==> src/pkg/rtc_pkg.sv <==
// Constants, register map and state types for the real-time clock timer.
// Assumes one 100 MHz clock and an AHB-Lite slave port with 32-bit data.
package rtc_pkg;

    // ==========================================================
    // Register map (byte addresses)
    localparam logic [7:0] RTC_SECONDS_OFS  = 8'h00;
    localparam logic [7:0] RTC_MINUTES_OFS  = 8'h04;
    localparam logic [7:0] RTC_HOURS_OFS    = 8'h08;
    localparam logic [7:0] RTC_WEEKDAY_OFS  = 8'h0C;
    localparam logic [7:0] RTC_CTRL1_OFS    = 8'h10;
    localparam logic [7:0] RTC_CTRL2_OFS    = 8'h14;
    localparam logic [7:0] RTC_SRCSEL_OFS   = 8'h18;
    localparam logic [7:0] RTC_IRQSTAT_OFS  = 8'h1C;
    localparam logic [7:0] RTC_IRQMASK_OFS  = 8'h20;

    // ==========================================================
    // First control register fields
    localparam int CTRL1_START_BIT  = 0;
    localparam int CTRL1_STATUS_BIT = 1;
    localparam int CTRL1_H12_BIT    = 2;
    localparam int CTRL1_PM_BIT     = 3;
    localparam int CTRL1_INTSEL_BIT = 4;
    localparam int CTRL1_BUSY_BIT   = 5;
    // Second control register: bit 0 enables the periodic interrupt
    localparam int CTRL2_IRQEN_BIT  = 0;
    // Interrupt status bits
    localparam int IRQ_TICK_BIT     = 0;
    localparam int IRQ_STATE_BIT    = 1;
    localparam int IRQ_WIDTH        = 2;

    // ==========================================================
    // Timing
    localparam int  CLK_HZ          = 100_000_000;
    localparam int  SRC_DIV_DEFAULT = 3052;     // ~32.768 kHz count source
    localparam int  SRC_PER_SEC     = 32768;    // Count-source cycles per second
    localparam real BUSY_TIME_MS    = 62.5;
    localparam int  BUSY_SRC_CYC    = int'(BUSY_TIME_MS * SRC_PER_SEC / 1000.0);
    localparam int  SYNC_SRC_CYC    = 2;

    // ==========================================================
    // Reset values
    localparam logic [7:0] CTRL1_RESET  = 8'h00;
    localparam logic [7:0] SRCSEL_RESET = 8'h00;

    typedef enum logic [1:0] {RUN_STOPPED, RUN_STARTING, RUN_COUNTING, RUN_STOPPING} rtc_run_e;
endpackage

==> src/rtl/rtc_timer.sv <==
// Real-time clock timer: seconds, minutes, hours, weekday, AHB-Lite registers.
// Assumes a single 100 MHz clock, synchronous reset and one AHB-Lite master.
//
// Decided for this implementation: the AHB-Lite register port and the placing of the registers.
module rtc_timer #(
    parameter int SRC_DIV = rtc_pkg::SRC_DIV_DEFAULT,   // Clocks per count-source cycle
    parameter int SRC_SEC = rtc_pkg::SRC_PER_SEC,       // Count-source cycles per second
    parameter int BUSY_CYC = rtc_pkg::BUSY_SRC_CYC      // Count-source cycles of busy
) (
    input  wire logic        CLK,         // 100 MHz clock
    input  wire logic        RST,         // Synchronous reset, high
    input  wire logic        HSEL,        // Slave select
    input  wire logic [7:0]  HADDR,       // Byte address
    input  wire logic [1:0]  HTRANS,      // Transfer type
    input  wire logic        HWRITE,      // Write when high
    input  wire logic [2:0]  HSIZE,       // Word only
    input  wire logic        HREADY,      // Bus ready in
    input  wire logic [31:0] HWDATA,      // Write data
    output logic      [31:0] HRDATA,      // Read data
    output logic             HREADYOUT,   // Always ready
    output logic             HRESP,       // Always OKAY
    output logic             IRQ          // Level interrupt
);
    import rtc_pkg::*;

    typedef struct packed {
        logic        aphase;
        logic        awrite;
        logic [7:0]  aaddr;
        logic [31:0] rdata;
        logic [5:0]  sec;
        logic [5:0]  min;
        logic [4:0]  hour;
        logic [2:0]  wday;
        logic        start;
        logic        status;
        logic        h12;
        logic        pm;
        logic        intsel;
        logic        irqen;
        logic [3:0]  srcsel;
        logic [IRQ_WIDTH-1:0] ist;
        logic [IRQ_WIDTH-1:0] imask;
        logic        irq;
        rtc_run_e    run;
        logic [1:0]  sync_cnt;
        logic [15:0] div_cnt;
        logic [15:0] sub_cnt;
        logic [15:0] busy_cnt;
        logic        busy;
    } rtc_state_s;

    rtc_state_s s_q;
    rtc_state_s s_d;

    // ==========================================================
    // Combinational next state
    always_comb begin
        logic src_tick;
        logic sec_tick;
        logic addr_ok;
        logic [IRQ_WIDTH-1:0] ev;
        logic [31:0] rd;
        s_d      = s_q;
        src_tick = 1'b0;
        sec_tick = 1'b0;
        ev       = '0;
        rd       = 32'h0000_0000;
        addr_ok  = 1'b0;

        // Count-source enable from divider
        if (s_q.div_cnt == 16'(SRC_DIV - 1)) begin
            s_d.div_cnt = 16'h0000;
            src_tick    = 1'b1;
        end else begin
            s_d.div_cnt = s_q.div_cnt + 16'h0001;
        end

        // Start/stop handshake, two count-source edges
        unique case (s_q.run)
            RUN_STOPPED: if (s_q.start) begin
                s_d.run = RUN_STARTING;
                s_d.sync_cnt = 2'(SYNC_SRC_CYC);
            end
            RUN_STARTING: if (src_tick) begin
                if (s_q.sync_cnt == 2'h1) begin
                    s_d.run    = RUN_COUNTING;
                    s_d.status = 1'b1;
                    ev[IRQ_STATE_BIT] = 1'b1;
                end
                s_d.sync_cnt = s_q.sync_cnt - 2'h1;
            end
            RUN_COUNTING: if (!s_q.start) begin
                s_d.run = RUN_STOPPING;
                s_d.sync_cnt = 2'(SYNC_SRC_CYC);
            end
            RUN_STOPPING: if (src_tick) begin
                if (s_q.sync_cnt == 2'h1) begin
                    s_d.run    = RUN_STOPPED;
                    s_d.status = 1'b0;
                    s_d.busy   = 1'b0;
                    ev[IRQ_STATE_BIT] = 1'b1;
                end
                s_d.sync_cnt = s_q.sync_cnt - 2'h1;
            end
        endcase

        // Time base: counts only while status flag is high
        if (s_q.status && src_tick) begin
            if (s_q.sub_cnt == 16'(SRC_SEC - 1)) begin
                s_d.sub_cnt = 16'h0000;
                sec_tick    = 1'b1;
            end else begin
                s_d.sub_cnt = s_q.sub_cnt + 16'h0001;
            end
            // Busy window leads the update, so the new time lands as it drops
            if (s_q.sub_cnt == 16'(SRC_SEC - BUSY_CYC - 1)) begin
                s_d.busy     = 1'b1;
                s_d.busy_cnt = 16'(BUSY_CYC);
            end else if (s_q.busy) begin
                s_d.busy_cnt = s_q.busy_cnt - 16'h0001;
                if (s_q.busy_cnt == 16'h0001) begin
                    s_d.busy = 1'b0;
                end
            end
        end

        // All fields update in the same cycle; a read pair spanning it mismatches
        if (sec_tick) begin
            s_d.sec = s_q.sec + 6'h01;
            if (s_q.sec == 6'd59) begin
                s_d.sec = 6'h00;
                s_d.min = s_q.min + 6'h01;
                if (s_q.min == 6'd59) begin
                    s_d.min  = 6'h00;
                    s_d.hour = s_q.hour + 5'h01;
                    if (s_q.h12 && s_q.hour == 5'd11) begin
                        s_d.hour = 5'h00;
                        s_d.pm   = ~s_q.pm;
                        if (s_q.pm) begin
                            s_d.wday = (s_q.wday == 3'd6) ? 3'h0 : s_q.wday + 3'h1;
                        end
                    end else if (!s_q.h12 && s_q.hour == 5'd23) begin
                        s_d.hour = 5'h00;
                        s_d.wday = (s_q.wday == 3'd6) ? 3'h0 : s_q.wday + 3'h1;
                    end
                end
            end
            // Interrupt select: every second or every minute
            if (s_q.irqen && (!s_q.intsel || s_q.sec == 6'd59)) begin
                ev[IRQ_TICK_BIT] = 1'b1;
            end
        end

        // AHB-Lite: zero-wait, data phase one cycle after address phase
        s_d.aphase = HSEL && HREADY && HTRANS[1];
        s_d.awrite = HWRITE;
        s_d.aaddr  = HADDR;

        // Read data for next data phase
        unique case (HADDR)
            RTC_SECONDS_OFS: begin rd[5:0] = s_q.sec; addr_ok = 1'b1; end
            RTC_MINUTES_OFS: begin rd[5:0] = s_q.min; addr_ok = 1'b1; end
            RTC_HOURS_OFS:   begin rd[4:0] = s_q.hour; addr_ok = 1'b1; end
            RTC_WEEKDAY_OFS: begin rd[2:0] = s_q.wday; addr_ok = 1'b1; end
            RTC_CTRL1_OFS: begin
                rd[CTRL1_START_BIT]  = s_q.start;
                rd[CTRL1_STATUS_BIT] = s_q.status;
                rd[CTRL1_H12_BIT]    = s_q.h12;
                rd[CTRL1_PM_BIT]     = s_q.pm;
                rd[CTRL1_INTSEL_BIT] = s_q.intsel;
                rd[CTRL1_BUSY_BIT]   = s_q.busy;
                addr_ok = 1'b1;
            end
            RTC_CTRL2_OFS:   begin rd[CTRL2_IRQEN_BIT] = s_q.irqen; addr_ok = 1'b1; end
            RTC_SRCSEL_OFS:  begin rd[3:0] = s_q.srcsel; addr_ok = 1'b1; end
            RTC_IRQSTAT_OFS: begin rd[IRQ_WIDTH-1:0] = s_q.ist; addr_ok = 1'b1; end
            RTC_IRQMASK_OFS: begin rd[IRQ_WIDTH-1:0] = s_q.imask; addr_ok = 1'b1; end
            default:         rd = 32'h0000_0000;
        endcase
        if (HSEL && HREADY && HTRANS[1] && !HWRITE) begin
            s_d.rdata = addr_ok ? rd : 32'h0000_0000;
        end

        // Writes in data phase; time/config writes are honoured as given
        if (s_q.aphase && s_q.awrite) begin
            unique case (s_q.aaddr)
                RTC_SECONDS_OFS: s_d.sec  = HWDATA[5:0];
                RTC_MINUTES_OFS: s_d.min  = HWDATA[5:0];
                RTC_HOURS_OFS:   s_d.hour = HWDATA[4:0];
                RTC_WEEKDAY_OFS: s_d.wday = HWDATA[2:0];
                RTC_CTRL1_OFS: begin
                    s_d.start  = HWDATA[CTRL1_START_BIT];
                    s_d.h12    = HWDATA[CTRL1_H12_BIT];
                    s_d.pm     = HWDATA[CTRL1_PM_BIT];
                    s_d.intsel = HWDATA[CTRL1_INTSEL_BIT];
                end
                RTC_CTRL2_OFS:   s_d.irqen  = HWDATA[CTRL2_IRQEN_BIT];
                RTC_SRCSEL_OFS:  s_d.srcsel = HWDATA[3:0];
                RTC_IRQSTAT_OFS: s_d.ist    = s_q.ist & ~HWDATA[IRQ_WIDTH-1:0];
                RTC_IRQMASK_OFS: s_d.imask  = HWDATA[IRQ_WIDTH-1:0];
                default: ;
            endcase
        end

        // Set wins over write-one-to-clear
        s_d.ist = s_d.ist | ev;
        s_d.irq = |(s_d.ist & s_d.imask);
    end

    // ==========================================================
    // State register
    always_ff @(posedge CLK) begin
        if (RST) begin
            s_q        <= '0;
            s_q.run    <= RUN_STOPPED;
        end else begin
            s_q <= s_d;
        end
    end

    assign HRDATA    = s_q.rdata;
    assign HREADYOUT = 1'b1;
    assign HRESP     = 1'b0;
    assign IRQ       = s_q.irq;
endmodule

==> config.mk <==
export PLATFORM = sky130hd
export DESIGN_NAME = rtc_timer
export DESIGN_NICKNAME = d
export VERILOG_FILES = /design/src/pkg/rtc_pkg.sv /design/src/rtl/rtc_timer.sv
export SDC_FILE = /design/constraint.sdc
export NUM_CORES = 1
export LEC_CHECK = 0
export ABC_AREA = 1
export BUFFER_PORTS_ARGS = -buffer_cell sky130_fd_sc_hd__buf_2
export CELL_PAD_IN_SITES_DETAIL_PLACEMENT = 1
export CELL_PAD_IN_SITES_GLOBAL_PLACEMENT = 2
export CORE_UTILIZATION = 29
export CTS_CLUSTER_DIAMETER = 30
export CTS_CLUSTER_SIZE = 25
export DETAILED_ROUTE_END_ITERATION = 7
export PLACE_DENSITY_LB_ADDON = 0.25
export RECOVER_POWER = 100
export SYNTH_ARGS = -nofsm -noshare
export SYNTH_HDL_FRONTEND = slang
export SYNTH_SLANG_ARGS = --single-unit
==> constraint.sdc <==
create_clock -name CLK -period 1.6 [get_ports CLK]
set_input_delay 0.24 -clock CLK [delete_from_list [all_inputs] [get_ports CLK]]
set_output_delay 0.24 -clock CLK [all_outputs]
set_load 0.005 [all_outputs]
Yosys cells after proc, flatten, opt, wreduce, memory -nomap -nowiden --
Cells that the tools add are included.
Storage, ports and cells: input bits 50, output and inout bits 35, bits in registers 130, logic and storage cells 159
Operators by class: add/subtract/negate cells 8, equality and inequality tests 35, muxes and demuxes 59, reduce and logical (&&, ||, !) cells 28, bitwise gates (word level) 5
Operators by type and width (count):
- $eq A8 B5 Y1 const B | 8
- $mux W20 | 2
- $mux W17 | 2
- $add A16 B1 Y16 const B | 2
- $eq A16 B15 Y1 const B | 2
- $eq A8 B4 Y1 const B | 4
- $mux W1 | 24
- $mux W21 | 1
- $mux W4 | 5
- $mux W6 | 3
- $eq A16 B1 Y1 const B | 1
- $eq A16 B12 Y1 const B | 1
- $eq A8 B3 Y1 const B | 2
- $eq A8 B6 Y1 const B | 2
- $logic_not A8 Y1 | 2
- $mux W16 | 1
- $mux W8 | 2
- $pmux W4 S4 | 1
- $sub A16 B1 Y16 const B | 1
- $mux W14 | 1
- $add A6 B1 Y6 const B | 2
- $eq A6 B6 Y1 const B | 2
- $ne A2 B2 Y1 const B | 6
- $mux W11 | 1
- other kinds (33) | 57

Depth between registers and ports, before layout --
depth after elaboration 11, mapped depth 14, depth with buffers taken out 13

Worst setup path after synthesis --
OpenSTA, ideal clock, no wires.
path type reg-to-reg, from reg s_q[17] (netlist name), to reg s_q[12] (netlist name), cell stages (with the launch flop) 12, buffers on the path 1, setup slack -132 ps, clock period less this slack 1732 ps, arrival 1600 ps, setup time 132 ps, required time 1468 ps, cell sequence dfxtp_1 -> ha_1 -> inv_1 -> nor2_2 -> nand2_4 -> nor3_4 -> nor2_2 -> nor2_4 -> inv_2 -> buf_6 -> nand2_1 -> a21oi_1
On the way: longest elaborated chain between the ends 3, elaborated cells on any way between the ends 4, those cells by class eq/ne (1); mux (1); reduce/logical (2)
RTL lines:
- from (decl) | RTL line rtc_timer.sv:53 | rtc_state_s s_q;
- $eq A16 B15 Y1 (*) | RTL line rtc_timer.sv:117 | if (s_q.sub_cnt == 16'(SRC_SEC - BUSY_CYC - 1)) begin
- $reduce_bool A2 Y1 (no source line)
- $reduce_and A2 Y1 (no source line)
Mark *: on every way between the ends. The rest lies on a longest branch, timed or not. A chain may end at the register's enable or synchronous reset.

Worst setup path in the final report --
from reg s_q[34] (netlist name), to reg s_q (netlist bit IRQ)
On the way: longest elaborated chain between the ends 8, elaborated cells on any way between the ends 10, those cells by class eq/ne (1); mux (5); bitwise (2); reduce/logical (2)
RTL lines:
- $eq A16 B12 Y1 (*) | RTL line rtc_timer.sv:72 | if (s_q.div_cnt == 16'(SRC_DIV - 1)) begin
- $mux W1 (*) | RTL line rtc_timer.sv:72
- $logic_and A1 B1 Y1 | RTL line rtc_timer.sv:109 | if (s_q.status && src_tick) begin
- $mux W1 | RTL line rtc_timer.sv:109
- $mux W1 | RTL line rtc_timer.sv:129 | if (sec_tick) begin
- $or A2 B2 Y2 (*) | RTL line rtc_timer.sv:207 | s_d.ist = s_d.ist | ev;
- $and A2 B2 Y2 (*) | RTL line rtc_timer.sv:208 | s_d.irq = |(s_d.ist & s_d.imask);
- $reduce_or A2 Y1 (*) | RTL line rtc_timer.sv:208
Marked as above.

==> run summary <==
FLOW RUN
----------------------------------------------------------------------------------------
Number of max-cap violations ..............................................            0

ROUTING
----------------------------------------------------------------------------------------
# DRC .....................................................................            0
Total Wirelength ..........................................................      20.0 mm
Post-DR wirelength/cell ...................................................      14.1 um
Routed Antenna Nets .......................................................            0
Ratio of routed vias to standard cells ....................................         4.61
DRC marker count from the first detailed-route iteration ..................          213
Number of search-and-repair iterations in the first detailed-routing pass .            4
Vias after detailed routing ...............................................         6517

OUTCOME
----------------------------------------------------------------------------------------
Failing checks ............................................................ negative setup slack
Result of the run ......................................................... finished with violations

TIMING
----------------------------------------------------------------------------------------
Headroom to the max-slew limit ............................................        59.2%
Clock period minus final worst setup slack ................................      1.74 ns
Setup slack after layout ..................................................    -0.141 ns
Setup repair after global routing missed its margin .......................          yes
Peak Freq .................................................................    0.574 GHz
Final Hold Vio Count ......................................................            0
Post-route clock skew .....................................................   0.00788 ns
Worst Tran Pin Value ......................................................     0.611 ns
Number of setup violations in the final report ............................           46
Number of max-slew violations in the final report .........................            0
Ratio of final minimum period to clock period .............................         109%

WORST SETUP PATH
----------------------------------------------------------------------------------------
Worst reg2reg path depth ..................................................           14
Worst path arrival time ...................................................      2.05 ns
Path type of the worst setup path .........................................   reg -> reg
R2r startpoint ............................................................ s_q[34]$_SDFF_PP0_
Crit. End Element .........................................................         flop
Critical path launch point ................................................ s_q[34]$_SDFF_PP0_
Setup crit end ............................................................ IRQ$_SDFF_PP0_
Endpoint of the most critical register-to-register path ................... IRQ$_SDFF_PP0_
Startpoint type of the worst setup path ...................................         flop
Required time reported for the critical path endpoint .....................      1.90 ns
Reg2reg setup slack .......................................................     -0.14 ns
Top fanout value on the critical path .....................................            3

LOGIC SYNTHESIS
----------------------------------------------------------------------------------------
Share of synthesized registers carrying an async set or reset .............           0%
Cells after synthesis .....................................................          945
Post-synthesis area per instance ..........................................     6.59 um2
Warnings from Yosys .......................................................            0
Synthesized cell area .....................................................     6220 um2
Count of state elements after synthesis ...................................          104
Sequential area share after synthesis .....................................        33.5%
Commonest register cell after synthesis ................................... sky130_fd_sc_hd__dfxtp_1
Number of distinct library cells after synthesis ..........................           49
Count of flip-flops with a built-in enable after synthesis ................            0

GLOBAL ROUTE
----------------------------------------------------------------------------------------
Via count of the first global-routing pass ................................         6468
Remaining global-route overflow ...........................................            0
Initial antenna violation count ...........................................            0
GRT Total Usage ...........................................................        18.7%
Pin count of the biggest net entering global routing ......................           30
Wire length of the first global-routing pass ..............................      32.5 mm

CLOCKING
----------------------------------------------------------------------------------------
TritonCTS clock tree ......................................................         done
Number of H-tree levels ...................................................            3
Total clock buffers created by CTS ........................................            9
Clock net sink count ......................................................          104
Clock network latency to the later pin of the worst-skew pair .............      0.36 ns
Clock tree root buffer cell ............................................... sky130_fd_sc_hd__clkbuf_16
Clock buffer depth ........................................................            2
CTS hold repair buffers ...................................................            0
Clock-pin slew on the worst setup and hold paths ..........................      0.08 ns

FINAL LAYOUT
----------------------------------------------------------------------------------------
# fillers .................................................................         2635
Post-Route Utilization ....................................................        41.3%
Most frequent standard cell in the layout excluding fill and tap cells .... sky130_fd_sc_hd__nand2_1
Most used cells in the layout excluding fill and tap cells ................ sky130_fd_sc_hd__nand2_1, sky130_fd_sc_hd__buf_4, sky130_fd_sc_hd__inv_1
NumNets Final .............................................................         1195
Non-filler cells in the finished layout ...................................         1413
Fraction of final layout cells sized beyond drive strength 1 ..............        32.2%
Signed area change from the synthesized netlist to the final layout .......        39.6%
Diodes inserted ...........................................................            0

PLACE
----------------------------------------------------------------------------------------
Sum of net half-perimeters after detailed placement .......................      15.4 mm
Count of input and output buffers .........................................           26
Final weighted congestion in routability-driven placement .................        0.830
Placed cells ..............................................................         1378

FLOORPLAN
----------------------------------------------------------------------------------------
Vert. Die Dim .............................................................       148 um
Initial cell density of the core ..........................................        29.6%
Full die area .............................................................    22100 um2
Top-Level Pins ............................................................           85
Core Rows .................................................................           53
Core Region ...............................................................    21000 um2
Width of the die ..........................................................       148 um

POWER AND IR DROP
----------------------------------------------------------------------------------------
Power, Total ..............................................................      5.45 mW
Ratio of total power to cell area .........................................   628 nW/um2
P_leak ....................................................................      3.91 nW
IR drop worst, VDD ........................................................     0.459 mV

WORST HOLD PATH
----------------------------------------------------------------------------------------
Type of the worst min-delay path ..........................................    in -> reg

-- power by group --
group | internal, mW | switching, mW
Sequential | 2.64 | 0.0383
Combinational | 0.236 | 0.380
Clock | 1.07 | 1.09
-- per-stage QoR --
stage	worst slack, ns	TNS, ns	instance area (um2)	hold WS, ns
final	-0.141	-2.23	8690	0.0979
after global routing	-0.232	-10.22	8690	0.117
after CTS	-0.111	-2.14	8300	0.0911
after detailed placement	-0.213	-4.87	7730	0.453
after global placement	-0.184	-3.31	7730	0.449
after floorplan	-0.0513	-0.0741	6370	0.347
-- worst min-delay path by stage --
| stage | cells past startpoint | from | end | slack (ns) |
|---|---|---|---|---|
| after detailed placement | 2 | s_q[50]$_SDFFE_PP0P_ | s_q[50]$_SDFFE_PP0P_ | 0.45 |
| final | 3 | HWRITE | s_q[128]$_SDFF_PP0_ | 0.1 |
| after floorplan | 2 | HADDR[6] | s_q[126]$_SDFF_PP0_ | 0.35 |
| after CTS | 3 | HWRITE | s_q[128]$_SDFF_PP0_ | 0.09 |
| after global routing | 3 | HWRITE | s_q[128]$_SDFF_PP0_ | 0.12 |
| after global placement | 2 | s_q[50]$_SDFFE_PP0P_ | s_q[50]$_SDFFE_PP0P_ | 0.45 |
-- what timing repair did --
item	in CTS	in global routing
endpoints found under the setup margin	56	73
gates cloned	0	1
pin swaps	22	25
gates resized for setup	73	94
buffers inserted	7	11
-- critical path, stage by stage, from the launching register on --
cell                      delay [ns]
sky130_fd_sc_hd__dfxtp_2        0.35
sky130_fd_sc_hd__ha_4           0.14
sky130_fd_sc_hd__nand2_2        0.04
sky130_fd_sc_hd__inv_2          0.06
sky130_fd_sc_hd__nand2_4        0.05
sky130_fd_sc_hd__nor2_4         0.14
sky130_fd_sc_hd__buf_4          0.14
sky130_fd_sc_hd__buf_4          0.11
sky130_fd_sc_hd__nand3_4        0.10
sky130_fd_sc_hd__nor2_1         0.11
sky130_fd_sc_hd__buf_4          0.14
sky130_fd_sc_hd__a21oi_2        0.04
sky130_fd_sc_hd__nor2_1         0.13
sky130_fd_sc_hd__nor2_1         0.06
sky130_fd_sc_hd__nor2_1         0.07
-- state kept, by name (all words and copies together) (netlist names) --
| register | count |
|---|---|
| HRDATA | 6 |
| IRQ | 1 |
| s_q | 97 |
-- synthesized netlist by cell type (all sizes together) (9+ instances only) --
cell    number  area, um2
dfxtp      104       2080
clkbuf      10       37.5
nand4       11       68.8
inv        132        498
nor2       133        579
nor3        37        201
nand2      199        779
xor2        16        140
o21ai       52        264
o211ai       9       67.6
ha          12        150
a21oi       66        330
buf         40        297
nand3       79        418
-- layer usage --
| layer | global-route usage [%] | up-vias | wire [um] |
|---|---|---|---|
| li1 | - | 3370 | - |
| met1 | 23.1 | 3083 | 9120 |
| met5 | 0 | - | 0 |
| met2 | 34.3 | 52 | 10300 |
| met4 | 4.23 | 0 | 162 |
| met3 | 2.42 | 12 | 376 |
-- kinds of logic after synthesis --
group,after synthesis,share of synthesized area [%]
compound gates,146,12.8
xor+xnor,19,2.67
fa+ha+maj,12,2.41
buf+inv,184,13.5
flops,104,33.5
mux,1,0.161
other cells,2,0.121
simple gates,477,34.8
-- area by class of cell --
cell class | count | area (um2) | share of cell area, %
clock buffer | 10 | 229 | 2.64
tap | 275 | 344 | 3.96
clock inverter | 6 | 42.5 | 0.490
inverter | 134 | 527 | 6.06
multi-input combinational | 683 | 3900 | 44.9
timing repair buffer | 200 | 1540 | 17.7
sequential | 104 | 2100 | 24.2
timing repair inverter | 1 | 6.26 | 0.0720
Power figures use the tool's default switching activity.
